[src/hdl/mcic_cfg.svh]
// What this block does
// - disabled interface fails every crossbar access
// - row change with hold enabled waits
// - bank change with hold enabled waits
// - direction change with hold enabled waits
// - hold codes give 2, 3, 4, 5 cycles
// - ratio bit picks integer or 3/2 clock
// - double rate: idle one burst after each
// - quad rate: pending read never blocks write
// - width codes 128, 64, reserved, 32 bits
// - length codes give 1, 2, 4, 8 beats
// - write data delay 0 to 10 only
// - partial write hold on missing byte enables
// - priority bit switches first-level arbitration
// - pipelined read bit allows overlapping reads
// - pipelined write bit allows overlapping writes
// - row mask flags changed row bits
// - bank mask flags changed bank bits
`ifndef MCIC_CFG_SVH
`define MCIC_CFG_SVH
`define MCIC_OFS_CONTROL 10'h010
`define MCIC_OFS_ROW_MASK 10'h011
`define MCIC_OFS_BANK_MASK 10'h012
`define MCIC_RST_CONTROL 32'h0000_008F
`define MCIC_RST_MASK 32'h0000_0000
// field positions use big-endian numbering, bit 0 is the msb
`define MCIC_BIT_ENABLE 0
`define MCIC_BIT_ROW_HOLD 1
`define MCIC_BIT_BANK_HOLD 2
`define MCIC_BIT_DIR_HOLD 3
`define MCIC_BIT_HOLD_DUR_HI 4
`define MCIC_BIT_HOLD_DUR_LO 5
`define MCIC_BIT_RATIO 6
`define MCIC_BIT_QUAD 7
`define MCIC_BIT_WIDTH_HI 8
`define MCIC_BIT_WIDTH_LO 9
`define MCIC_BIT_LEN_HI 10
`define MCIC_BIT_LEN_LO 11
`define MCIC_BIT_WDD_HI 12
`define MCIC_BIT_WDD_LO 15
`define MCIC_BIT_PW_HOLD 16
`define MCIC_BIT_PRIO 24
`define MCIC_BIT_PIPE_RD 28
`define MCIC_BIT_PIPE_WR 29
`define MCIC_HOLD_BASE 3'h2
`define MCIC_WDD_MAX 4'hA
`endif

[src/hdl/mcic_pkg.sv]
package mcic_pkg;
  typedef struct packed {
    logic [0:35] addr;
    logic rnw;
    logic [15:0] be;
  } mcic_cmd_t;
  typedef enum logic [1:0] {
    MCIC_ST_IDLE,
    MCIC_ST_HOLD,
    MCIC_ST_ISSUE,
    MCIC_ST_GAP
  } mcic_state_t;
endpackage

[src/hdl/mcic_top.sv]
`timescale 1ns/1ps
`include "mcic_cfg.svh"
module mcic_top
  import mcic_pkg::*;
(
  // clock and reset
  input wire logic sys_clk_i,
  input wire logic rst_i,
  // register port
  input wire logic dcr_read_i,
  input wire logic dcr_write_i,
  input wire logic [9:0] dcr_addr_i,
  input wire logic [31:0] dcr_wr_data_i,
  output logic [31:0] dcr_rd_data_o,
  output logic dcr_ack_o,
  // crossbar request side
  input wire logic xbar_req_i,
  input wire mcic_cmd_t xbar_cmd_i,
  output logic xbar_ack_o,
  output logic xbar_err_o,
  // memory controller side
  input wire logic mem_addr_ready_in_i,
  input wire logic mem_rd_done_i,
  input wire logic mem_wr_done_i,
  output logic mem_cmd_valid_o,
  output mcic_cmd_t mem_cmd_addr_out_o,
  output logic row_conflict_out_o,
  output logic bank_conflict_out_o,
  // configuration seen by crossbar and controller
  output logic arb_prio_en_o,
  output logic clk_ratio_frac_o,
  output logic [1:0] burst_width_o,
  output logic [1:0] burst_len_o,
  output logic [3:0] write_data_delay_o
);

  function automatic logic [3:0] beats(input logic [1:0] code);
    beats = 4'h1 << code;
  endfunction

  function automatic logic masked_diff(input logic [0:31] a, input logic [0:31] b,
                                       input logic [0:31] m);
    masked_diff = |((a ^ b) & m);
  endfunction

  logic [0:31] ctrl_reg;
  logic [0:31] row_mask_reg;
  logic [0:31] bank_mask_reg;
  logic [31:0] rd_data_reg;
  logic ack_reg;
  mcic_state_t state_reg;
  mcic_state_t state_next;
  logic [3:0] cnt_reg;
  logic [3:0] cnt_next;
  mcic_cmd_t cmd_reg;
  mcic_cmd_t last_reg;
  logic last_valid_reg;
  logic rd_busy_reg;
  logic wr_busy_reg;
  logic xack_reg;
  logic xerr_reg;
  logic row_c_reg;
  logic bank_c_reg;

  // register decode
  wire sel_ctrl = dcr_addr_i == `MCIC_OFS_CONTROL;
  wire sel_row = dcr_addr_i == `MCIC_OFS_ROW_MASK;
  wire sel_bank = dcr_addr_i == `MCIC_OFS_BANK_MASK;
  wire sel_any = sel_ctrl | sel_row | sel_bank;
  wire wr_ctrl = dcr_write_i & sel_ctrl;
  wire [0:31] wr_word = dcr_wr_data_i;
  wire [3:0] wdd_new = wr_word[`MCIC_BIT_WDD_HI:`MCIC_BIT_WDD_LO];
  // reserved delay codes keep the old setting instead of reaching the controller
  wire wdd_ok = wdd_new <= `MCIC_WDD_MAX;
  wire [3:0] wdd_cur = ctrl_reg[`MCIC_BIT_WDD_HI:`MCIC_BIT_WDD_LO];
  wire [0:31] ctrl_wr_val = {wr_word[0:11], wdd_ok ? wdd_new : wdd_cur, wr_word[16:31]};
  wire [31:0] rd_mux = sel_ctrl ? ctrl_reg :
                       sel_row ? row_mask_reg :
                       sel_bank ? bank_mask_reg : 32'h0000_0000;

  // configuration fields
  wire en = ctrl_reg[`MCIC_BIT_ENABLE];
  wire row_hold = ctrl_reg[`MCIC_BIT_ROW_HOLD];
  wire bank_hold = ctrl_reg[`MCIC_BIT_BANK_HOLD];
  wire dir_hold = ctrl_reg[`MCIC_BIT_DIR_HOLD];
  wire [1:0] hold_code = ctrl_reg[`MCIC_BIT_HOLD_DUR_HI:`MCIC_BIT_HOLD_DUR_LO];
  wire quad = ctrl_reg[`MCIC_BIT_QUAD];
  wire [1:0] len_code = ctrl_reg[`MCIC_BIT_LEN_HI:`MCIC_BIT_LEN_LO];
  wire pw_hold = ctrl_reg[`MCIC_BIT_PW_HOLD];
  wire pipe_rd = ctrl_reg[`MCIC_BIT_PIPE_RD];
  wire pipe_wr = ctrl_reg[`MCIC_BIT_PIPE_WR];
  wire [3:0] hold_cycles = {1'b0, `MCIC_HOLD_BASE} + {2'b00, hold_code};

  // admission of a new crossbar command
  wire blk_rd = ~pipe_rd & rd_busy_reg;
  wire blk_wr = (~pipe_wr & wr_busy_reg)
              | (~quad & rd_busy_reg);
  wire blocked = xbar_cmd_i.rnw ? blk_rd : blk_wr;
  wire take = xbar_req_i & en & ~blocked & (state_reg == MCIC_ST_IDLE);
  wire refuse = xbar_req_i & ~en;

  // conflict detection against the last command the controller took
  wire row_chg = last_valid_reg &
                 masked_diff(xbar_cmd_i.addr[0:31], last_reg.addr[0:31], row_mask_reg);
  wire bank_chg = last_valid_reg &
                  masked_diff(xbar_cmd_i.addr[0:31], last_reg.addr[0:31], bank_mask_reg);
  wire dir_chg = last_valid_reg & (xbar_cmd_i.rnw != last_reg.rnw);
  wire partial = ~xbar_cmd_i.rnw & ~(&xbar_cmd_i.be);
  wire trig = (row_hold & row_chg)
            | (bank_hold & bank_chg)
            | (dir_hold & dir_chg)
            | (pw_hold & partial);
  // the controller must be ready before a command counts as issued
  wire issued = (state_reg == MCIC_ST_ISSUE) & mem_addr_ready_in_i;

  always_comb begin
    state_next = state_reg;
    cnt_next = cnt_reg;
    case (state_reg)
      MCIC_ST_IDLE: begin
        if (take & trig) begin
          state_next = MCIC_ST_HOLD;
          cnt_next = hold_cycles - 4'h1;
        end else if (take) begin
          state_next = MCIC_ST_ISSUE;
        end
      end
      MCIC_ST_HOLD: begin
        if (cnt_reg == 4'h0) begin
          state_next = MCIC_ST_ISSUE;
        end else begin
          cnt_next = cnt_reg - 4'h1;
        end
      end
      MCIC_ST_ISSUE: begin
        if (issued & ~quad) begin
          // idle for one burst so double rate data cannot collide
          state_next = MCIC_ST_GAP;
          cnt_next = beats(len_code) - 4'h1;
        end else if (issued) begin
          state_next = MCIC_ST_IDLE;
        end
      end
      MCIC_ST_GAP: begin
        if (cnt_reg == 4'h0) begin
          state_next = MCIC_ST_IDLE;
        end else begin
          cnt_next = cnt_reg - 4'h1;
        end
      end
      default: begin
        state_next = MCIC_ST_IDLE;
      end
    endcase
  end

  always_ff @(posedge sys_clk_i or posedge rst_i) begin
    if (rst_i) begin
      ctrl_reg <= `MCIC_RST_CONTROL;
      row_mask_reg <= `MCIC_RST_MASK;
      bank_mask_reg <= `MCIC_RST_MASK;
    end else if (wr_ctrl) begin
      ctrl_reg <= ctrl_wr_val;
    end else if (dcr_write_i & sel_row) begin
      row_mask_reg <= wr_word;
    end else if (dcr_write_i & sel_bank) begin
      bank_mask_reg <= wr_word;
    end
  end

  // unmapped addresses get no ack so another slave may answer
  always_ff @(posedge sys_clk_i or posedge rst_i) begin
    if (rst_i) begin
      rd_data_reg <= 32'h0000_0000;
      ack_reg <= 1'b0;
    end else begin
      rd_data_reg <= dcr_read_i ? rd_mux : 32'h0000_0000;
      ack_reg <= (dcr_read_i | dcr_write_i) & sel_any;
    end
  end

  always_ff @(posedge sys_clk_i or posedge rst_i) begin
    if (rst_i) begin
      state_reg <= MCIC_ST_IDLE;
      cnt_reg <= 4'h0;
      cmd_reg <= '0;
      row_c_reg <= 1'b0;
      bank_c_reg <= 1'b0;
    end else begin
      state_reg <= state_next;
      cnt_reg <= cnt_next;
      if (take) begin
        cmd_reg <= xbar_cmd_i;
        row_c_reg <= row_chg;
        bank_c_reg <= bank_chg;
      end
    end
  end

  always_ff @(posedge sys_clk_i or posedge rst_i) begin
    if (rst_i) begin
      last_reg <= '0;
      last_valid_reg <= 1'b0;
    end else if (issued) begin
      last_reg <= cmd_reg;
      last_valid_reg <= 1'b1;
    end
  end

  // a new issue outweighs a completion in the same cycle
  always_ff @(posedge sys_clk_i or posedge rst_i) begin
    if (rst_i) begin
      rd_busy_reg <= 1'b0;
      wr_busy_reg <= 1'b0;
    end else begin
      rd_busy_reg <= (issued & cmd_reg.rnw) | (rd_busy_reg & ~mem_rd_done_i);
      wr_busy_reg <= (issued & ~cmd_reg.rnw) | (wr_busy_reg & ~mem_wr_done_i);
    end
  end

  always_ff @(posedge sys_clk_i or posedge rst_i) begin
    if (rst_i) begin
      xack_reg <= 1'b0;
      xerr_reg <= 1'b0;
    end else begin
      xack_reg <= take;
      xerr_reg <= refuse;
    end
  end

  assign dcr_rd_data_o = rd_data_reg;
  assign dcr_ack_o = ack_reg;
  assign xbar_ack_o = xack_reg;
  assign xbar_err_o = xerr_reg;
  assign mem_cmd_valid_o = state_reg == MCIC_ST_ISSUE;
  assign mem_cmd_addr_out_o = cmd_reg;
  assign row_conflict_out_o = row_c_reg;
  assign bank_conflict_out_o = bank_c_reg;
  assign arb_prio_en_o = ctrl_reg[`MCIC_BIT_PRIO];
  assign clk_ratio_frac_o = ctrl_reg[`MCIC_BIT_RATIO];
  assign burst_width_o = ctrl_reg[`MCIC_BIT_WIDTH_HI:`MCIC_BIT_WIDTH_LO];
  assign burst_len_o = len_code;
  assign write_data_delay_o = wdd_cur;

endmodule

[config.mk]
export PLATFORM = sky130hd
export DESIGN_NAME = mcic_top
export DESIGN_NICKNAME = d
export VERILOG_FILES = /design/src/hdl/mcic_pkg.sv /design/src/hdl/mcic_top.sv
export VERILOG_INCLUDE_DIRS = /design/src /design/src/hdl
export SDC_FILE = /design/constraint.sdc
export NUM_CORES = 1
export LEC_CHECK = 0
export BUFFER_PORTS_ARGS = -buffer_cell sky130_fd_sc_hd__buf_4
export CAP_MARGIN = 20
export CORE_UTILIZATION = 52
export CTS_CLUSTER_DIAMETER = 60
export DETAILED_ROUTE_END_ITERATION = 8
export GPL_TIMING_DRIVEN = 0
export PLACE_DENSITY = 0.75
export SLEW_MARGIN = 10
export SYNTH_ARGS = -nofsm -noshare
export SYNTH_HDL_FRONTEND = slang
export SYNTH_SLANG_ARGS = --single-unit
[constraint.sdc]
create_clock -name sys_clk_i -period 9.7 [get_ports sys_clk_i]
set_input_delay 0.97 -clock sys_clk_i [delete_from_list [all_inputs] [get_ports sys_clk_i]]
set_output_delay 0.97 -clock sys_clk_i [all_outputs]
set_load 0.05 [all_outputs]
==> results.sh, run 1 <==
export IMPL_cts_root_buffer="clkbuf_16"
export IMPL_period_needed_ns=2.65
export IMPL_gp_congestion=0.879
export IMPL_cp_required_ns=10.10
export IMPL_syn_area_sq_um=9930
export IMPL_synth_warnings=0
export IMPL_grt_pass1_vias=7414
export IMPL_max_cap_violations=0
export IMPL_critPathLaunchType="input pin"
export IMPL_grt_max_degree=121
export IMPL_drv_slew=0
export IMPL_layout_commonest_cell="dfrtp_1"
export IMPL_crit_type="in -> reg"
export IMPL_die_y_um=140
export IMPL_skew_ns=0.0181
export IMPL_wl_um=26200
export IMPL_grt_pass1_wl_um=41100
export IMPL_die_x_um=140
export IMPL_largest_register_ffs=53
export IMPL_hp_class="reg -> reg"
export IMPL_yosysTopAreaCell="dfrtp_1"
export IMPL_setup_ws_ns=7.05
export IMPL_synth_top_cell_area_share_pct=56.2
export IMPL_wl_per_cell_um=20.0
export IMPL_layout_common_cells="dfrtp_1 (223), buf_4 (214), mux2_2 (123)"
export IMPL_via_per_inst=5.56
export IMPL_slew_headroom_pct=43.8
export IMPL_worstMarginPinSlew_ns=0.843
export IMPL_ioPinCount=204
export IMPL_finalHoldViolCount=0
export IMPL_peakVddDrop_mv=0.179
export IMPL_vias=7270
export IMPL_drc=0
export IMPL_numPortBuffers=203
export IMPL_synthArstFlopShare_pct=100
export IMPL_start_util_pct=53.1
export IMPL_clock_latency_ns=0.53
export IMPL_critPathMaxStageDelay_ns=0.42
export IMPL_hpwl_um=19000
export IMPL_cp_data_arrival_time_ns=3.05
export IMPL_grt_overflow_total=0
export IMPL_fmax_mhz=377
export IMPL_synthTopCellsByArea="dfrtp_1 (56%), mux2_2 (14%), nand2_1 (4.3%)"
export IMPL_cp_max_fo=4
export IMPL_antenna_cells=0
export IMPL_finalInstanceArea_sq_um=12600
export IMPL_layout_worst_path_cycle_share_pct=27.3
export IMPL_cts_resized=0
export IMPL_critPathSlowestCell="nor4_4"
export IMPL_synth_edf_count=0
export IMPL_first_iter_violations=415
export IMPL_total_power_uw=2420
export IMPL_postCtsSetupBuffers=0
export IMPL_synth_seq_cells=228
export IMPL_cts_buffers=25
export IMPL_grt_total_usage_pct=27.4
export IMPL_die_area_sq_um=19700
export IMPL_synthFlopType="dfrtp_1"
export IMPL_setup_violations=0
export IMPL_clk_pin_slew_ns=0.06
export IMPL_rsz0062_at_grt="no"
export IMPL_postRouteAntennaNets=0
export IMPL_synthDistinctLibCells=50
export IMPL_status="finished clean"
export IMPL_rows=50
export IMPL_core_sq_um=18700
export IMPL_synth_fp_nets=931
export IMPL_syn_inst=826
export IMPL_drt_pass1_iter_count=5
export IMPL_cts_sinks=228
export IMPL_htreeDepth=1
export IMPL_crit_chain="buf_4 > xor2_1 > a22oi_1 > nand4_1 > nor4_4 > o21ai_2 > o31ai_4 > mux2_4"
export IMPL_cellPowerDensity_nw_per_um2=191
export IMPL_tritoncts="yes"
export IMPL_pre_cts_slack_ns=6.56
export IMPL_area_delta_synth_final_pct=27.2
export IMPL_worst_setup_path_end_kind="flop"
export IMPL_postSynthAreaPerCell_sq_um=12.0
export IMPL_place_area_sq_um=11800
export IMPL_grt_antenna_before_repair=0
export IMPL_fin_nets=1162
export IMPL_seq_area_frac_synth_pct=57.5
export IMPL_power_leakage_uw=0.00661
export IMPL_cts_buffer_depth=3
export IMPL_layout_drive_gt1_share_pct=38.1
export IMPL_holdBufCountCts=0
==> final cells by class <==
class / count / area (sq um)
clock inverters: 11 / 159
plain buffers: 45 / 223
flip-flops and latches: 228 / 5710
multi-input cells: 542 / 3960
clock buffers: 33 / 696
fillers: 1431 / 6070
inverters: 11 / 48.8
well taps: 234 / 293
repair buffers: 204 / 1550
==> synthesized netlist by cell type (2+ instances only) <==
| library cell | count |
|---|---|
| nor4_1 | 2 |
| dfstp_2 | 5 |
| nand4_1 | 10 |
| nand2b_1 | 3 |
| nand2_1 | 114 |
| a22o_1 | 3 |
| nor3_1 | 5 |
| mux2_1 | 21 |
| buf_4 | 11 |
| nand3_1 | 5 |
| clkbuf_1 | 16 |
| buf_2 | 10 |
| nor2b_1 | 4 |
| o22ai_1 | 4 |
| mux2_2 | 123 |
| a21oi_1 | 40 |
| ha_1 | 2 |
| o21ai_0 | 9 |
| dfrtp_1 | 223 |
| a31oi_1 | 3 |
| mux2i_1 | 32 |
| a22oi_1 | 27 |
| and3_2 | 2 |
| mux2_4 | 2 |
| a221oi_2 | 2 |
| buf_1 | 8 |
| nor2_1 | 76 |
| inv_1 | 11 |
| xor2_1 | 32 |
==> through the flow <==
stage	setup TNS [ns]	hold WS (ns)	cells	util [%]
floorplan	0	0.441	826	-
global placement	-0.0139	0.476	1263	62.8
detailed placement	0	0.480	1264	63.0
CTS	0	0.493	1308	67.6
global route	0	0.514	1308	67.6
finish	0	0.492	1308	67.6
==> worst max-delay path: cells and delay by family <==
family	cells	cell delay (ns)
xor gates and xnor gates	1	0.17
buffers and inverters	1	0.12
AOI/OAI and AO/OA	3	0.83
muxes	1	0.33
and+or+nand+nor	2	0.62
==> path summary, 6_finish.rpt <==
kind	startpoint	endpoint	slack, ns	cells after the start
max in group asynchronous	rst_i	mem_cmd_addr_out_o[4]	8.04	3
worst min register to register	last_reg[40]	last_reg[40]	0.49	2
worst max-delay path	xbar_cmd_i[46]	cnt_reg[0]	7.05	8
min in group asynchronous	rst_i	mem_cmd_addr_out_o[23]	0.59	2
worst max register to register	ctrl_reg[29]	mem_cmd_addr_out_o[19]	7.16	6
worst min-delay path	last_reg[40]	last_reg[40]	0.49	2
==> logic make-up after synthesis <==
kind of cell | share of synthesized area [%]
DFF | 57.5
and+or+nand+nor | 10.2
muxes | 19.9
AOI/OAI and AO/OA | 6.60
buffers and inverters | 2.66
xor gates and xnor gates | 2.91
adders and majority gates | 0.252
==> layer usage <==
metal | track usage, % | wire length (um)
met5 | 0 | 0
met4 | 9.72 | 861
met3 | 5.37 | 1960
met2 | 44.2 | 12200
met1 | 37.2 | 11100
==> where the power goes <==
group,internal (uW),switching [uW],total [uW]
Sequential,1000,39.8,1040
Clock,608,376,984
Combinational,149,243,392
Total,1760,659,2420
Note: power is estimated with default switching activity, not from simulation.
==> run 2: changes to the inputs <==
--- a/config.mk
+++ b/config.mk
@@ -6,6 +6,7 @@
 export SDC_FILE = /design/constraint.sdc
 export NUM_CORES = 1
 export LEC_CHECK = 0
+export ABC_AREA = 1
 export BUFFER_PORTS_ARGS = -buffer_cell sky130_fd_sc_hd__buf_4
 export CAP_MARGIN = 20
 export CORE_UTILIZATION = 52
==> constraint.sdc (replaced) <==
create_clock -name sys_clk_i -period 2.7 [get_ports sys_clk_i]
set_input_delay 0.27 -clock sys_clk_i [delete_from_list [all_inputs] [get_ports sys_clk_i]]
set_output_delay 0.27 -clock sys_clk_i [all_outputs]
set_load 0.05 [all_outputs]
==> results.sh, run 2 <==
export IMPL_status="finished clean"
export IMPL_fin_nets=1600
export IMPL_crit_type="reg -> reg"
export IMPL_grt_util_met1_pct=43.3
export IMPL_via_per_inst=5.44
export IMPL_fillers=1590
export IMPL_period_needed_ns=1.99
export IMPL_slew_headroom_pct=50.5
export IMPL_grtUsageMet2_pct=54.2
export IMPL_cellPowerDensity_nw_per_um2=645
export IMPL_postSynthAreaPerCell_sq_um=8.17
export IMPL_setup_violations=0
export IMPL_area_delta_synth_final_pct=29.0
export IMPL_synthArstFlopShare_pct=100
export IMPL_rows=50
export IMPL_crit_family="buffers and inverters"
export IMPL_wl_um=32200
export IMPL_hold_ws_ns=0.0286
export IMPL_tritoncts="yes"
export IMPL_cp_data_arrival_time_ns=2.37
export IMPL_ys_top_cells_by_count="nand2_1 (420), dfrtp_1 (223), inv_1 (138), nand3_1 (120), o21ai_0 (117)"
export IMPL_synthTopCellsByArea="dfrtp_1 (55%), nand2_1 (16%), nand3_1 (5.9%)"
export IMPL_synth_most_common_cell="nand2_1"
export IMPL_layout_worst_path_cycle_share_pct=73.7
export IMPL_first_iter_violations=920
export IMPL_grt_pass1_vias=9408
export IMPL_grt_total_usage_pct=32.8
export IMPL_die_x_um=142
export IMPL_cp_required_ns=3.08
export IMPL_power_leakage_uw=0.00687
export IMPL_cts_buffers=24
export IMPL_hp_class="in -> reg"
export IMPL_max_cap_violations=0
export IMPL_crit_chain="buf_2 > nor2_1 > nand2_1 > inv_2 > buf_2 > clkbuf_1 > o21ai_0"
export IMPL_gp_congestion=0.947
export IMPL_synth_seq_cells=228
export IMPL_vias=9639
export IMPL_synth_top_cell_area_share_pct=55.0
export IMPL_busiest_layer="met2"
export IMPL_grt_max_degree=40
export IMPL_die_y_um=142
export IMPL_synthDistinctLibCells=32
export IMPL_worst_setup_path_end_kind="flop"
export IMPL_synth_xor_area_share_pct=0.0864
export IMPL_die_area_sq_um=20100
export IMPL_drv_slew=0
export IMPL_hpwl_um=23800
export IMPL_syn_inst=1241
export IMPL_cts_root_buffer="clkbuf_16"
export IMPL_clk_pin_slew_ns=0.06
export IMPL_synth_edf_count=0
export IMPL_dp_cells=1709
export IMPL_drt_pass1_iter_count=6
export IMPL_grt_pass1_wl_um=49700
export IMPL_critPathBufInv=4
export IMPL_synth_fp_nets=1346
export IMPL_final_util_pct=69.2
export IMPL_layout_commonest_cell="nand2_1"
export IMPL_seq_area_frac_synth_pct=56.3
export IMPL_critPathMaxStageDelay_ns=0.40
export IMPL_clock_latency_ns=0.52
export IMPL_grt_antenna_before_repair=0
export IMPL_cts_resized=0
export IMPL_layout_common_cells="nand2_1 (420), dfrtp_1 (223), buf_4 (212)"
export IMPL_critPathLaunchType="flop"
export IMPL_start_util_pct=53.7
export IMPL_postRouteAntennaNets=0
export IMPL_final_cell_count_no_fill=1773
export IMPL_synth_fa_ha_area_share_pct=0.247
export IMPL_rsz0062_at_grt="no"
export IMPL_worstMarginPinSlew_ns=0.742
export IMPL_synth_top_family_by_area="simple AND/OR/NAND/NOR gates"
export IMPL_grt_util_met3_pct=5.16
export IMPL_synthMuxAreaShare_pct=0
export IMPL_fmax_mhz=503
export IMPL_drc=0
export IMPL_wl_per_cell_um=18.2
export IMPL_peakVddDrop_mv=0.459
export IMPL_htreeDepth=1
export IMPL_synth_warnings=0
export IMPL_synth_compound_area_share_pct=10.7
export IMPL_cp_max_fo=10
export IMPL_skew_ns=0.00636
export IMPL_yosysTopAreaCell="dfrtp_1"
export IMPL_finalHoldViolCount=0
export IMPL_numPortBuffers=202
export IMPL_layout_drive_gt1_share_pct=19.8
export IMPL_antenna_cells=0
export IMPL_cts_buffer_depth=3
export IMPL_synthFlopType="dfrtp_1"
export IMPL_ioPinCount=204
export IMPL_core_sq_um=18900
export IMPL_critPathSlowestCell="clkbuf_1"
export IMPL_largest_register_ffs=53
export IMPL_grt_overflow_total=0
export IMPL_syn_area_sq_um=10100
export IMPL_synth_simple_area_share_pct=24.4
export IMPL_cts_sinks=228
export IMPL_cpMostUsedCell="buf_2"
## run 2: cell count changes in the layout (fill, tap and decap cells not counted), moves of 20 or more
| cell | change |
|---|---|
| nand2_1 | +306 |
| inv_1 | +127 |
| mux2_2 | -123 |
| nand3_1 | +115 |
| o21ai_0 | +108 |
| o21ai_1 | +55 |
| nor2_1 | -38 |
| a21oi_1 | -34 |
| mux2i_1 | -32 |
| xor2_1 | -32 |
| a22oi_1 | -26 |
| mux2_1 | -21 |
| dlygate4sd3_1 | +20 |
## run 2: path summary, 6_finish.rpt
path,from,cells after the start,end,slack [ns]
max,state_reg[0],7,last_reg[30],0.71
min,xbar_cmd_i[7],3,mem_cmd_addr_out_o[7],0.03
max reg2reg,state_reg[0],7,last_reg[30],0.71
min reg2reg,last_valid_reg,2,last_valid_reg,0.47
max in group asynchronous,rst_i,6,ctrl_reg[31],1.21
min in group asynchronous,rst_i,3,mem_cmd_addr_out_o[38],0.36
## run 2: logic make-up (layout without fill, tap and decap cells)
logic type,count (synthesis),in the layout
buf+inv,204,476
xor+xnor,1,1
simple gates,600,600
compound gates,206,206
fa+ha+maj,2,2
flops,228,228
## run 2: what timing repair did
item,4_1_cts,5_1_grt
buffers inserted,0,0
setup endpoints to repair,0,0
hold endpoints to repair,37,0
hold buffers,20,0
## run 2: layout make-up
cell class | count | area, sq um | share of cell area, %
flip-flops and latches | 228 | 5710 | 43.7
inverters | 144 | 544 | 4.16
clock buffers | 35 | 703 | 5.37
well taps | 260 | 325 | 2.49
plain buffers | 60 | 297 | 2.27
multi-input cells | 809 | 3590 | 27.4
clock inverters | 9 | 73.8 | 0.564
repair buffers | 228 | 1840 | 14.0
## run 2: through the flow
stage,worst slack (ns),power (uW),setup TNS (ns),cell area [sq um]
after floorplan,-0.546,4660,-121.74,10100
after global routing,0.508,8750,0,13100
after detailed placement,0.661,5180,0,12100
after CTS,0.727,8440,0,13100
final,0.710,8440,0,13100
after global placement,-1.86,5130,-415.01,12000
## run 2: report_power, final
part	total, uW	internal (uW)	leakage [uW]	switching, uW
Combinational	1440	473	0.00334	963
Sequential	3730	3600	0.00314	130
Clock	3270	1900	0.000390	1370
## run 2: metal layers
metal	part of all wire [%]	vias to the layer above
met5	0	-
met4	4.2	0
met3	9.0	85
met2	47	528
met1	40	4557
li1	-	4469
## run 2: tightest hold or removal path: stages
cell     delay [ns]
buf_4          0.11
inv_1          0.05
o21ai_0        0.07
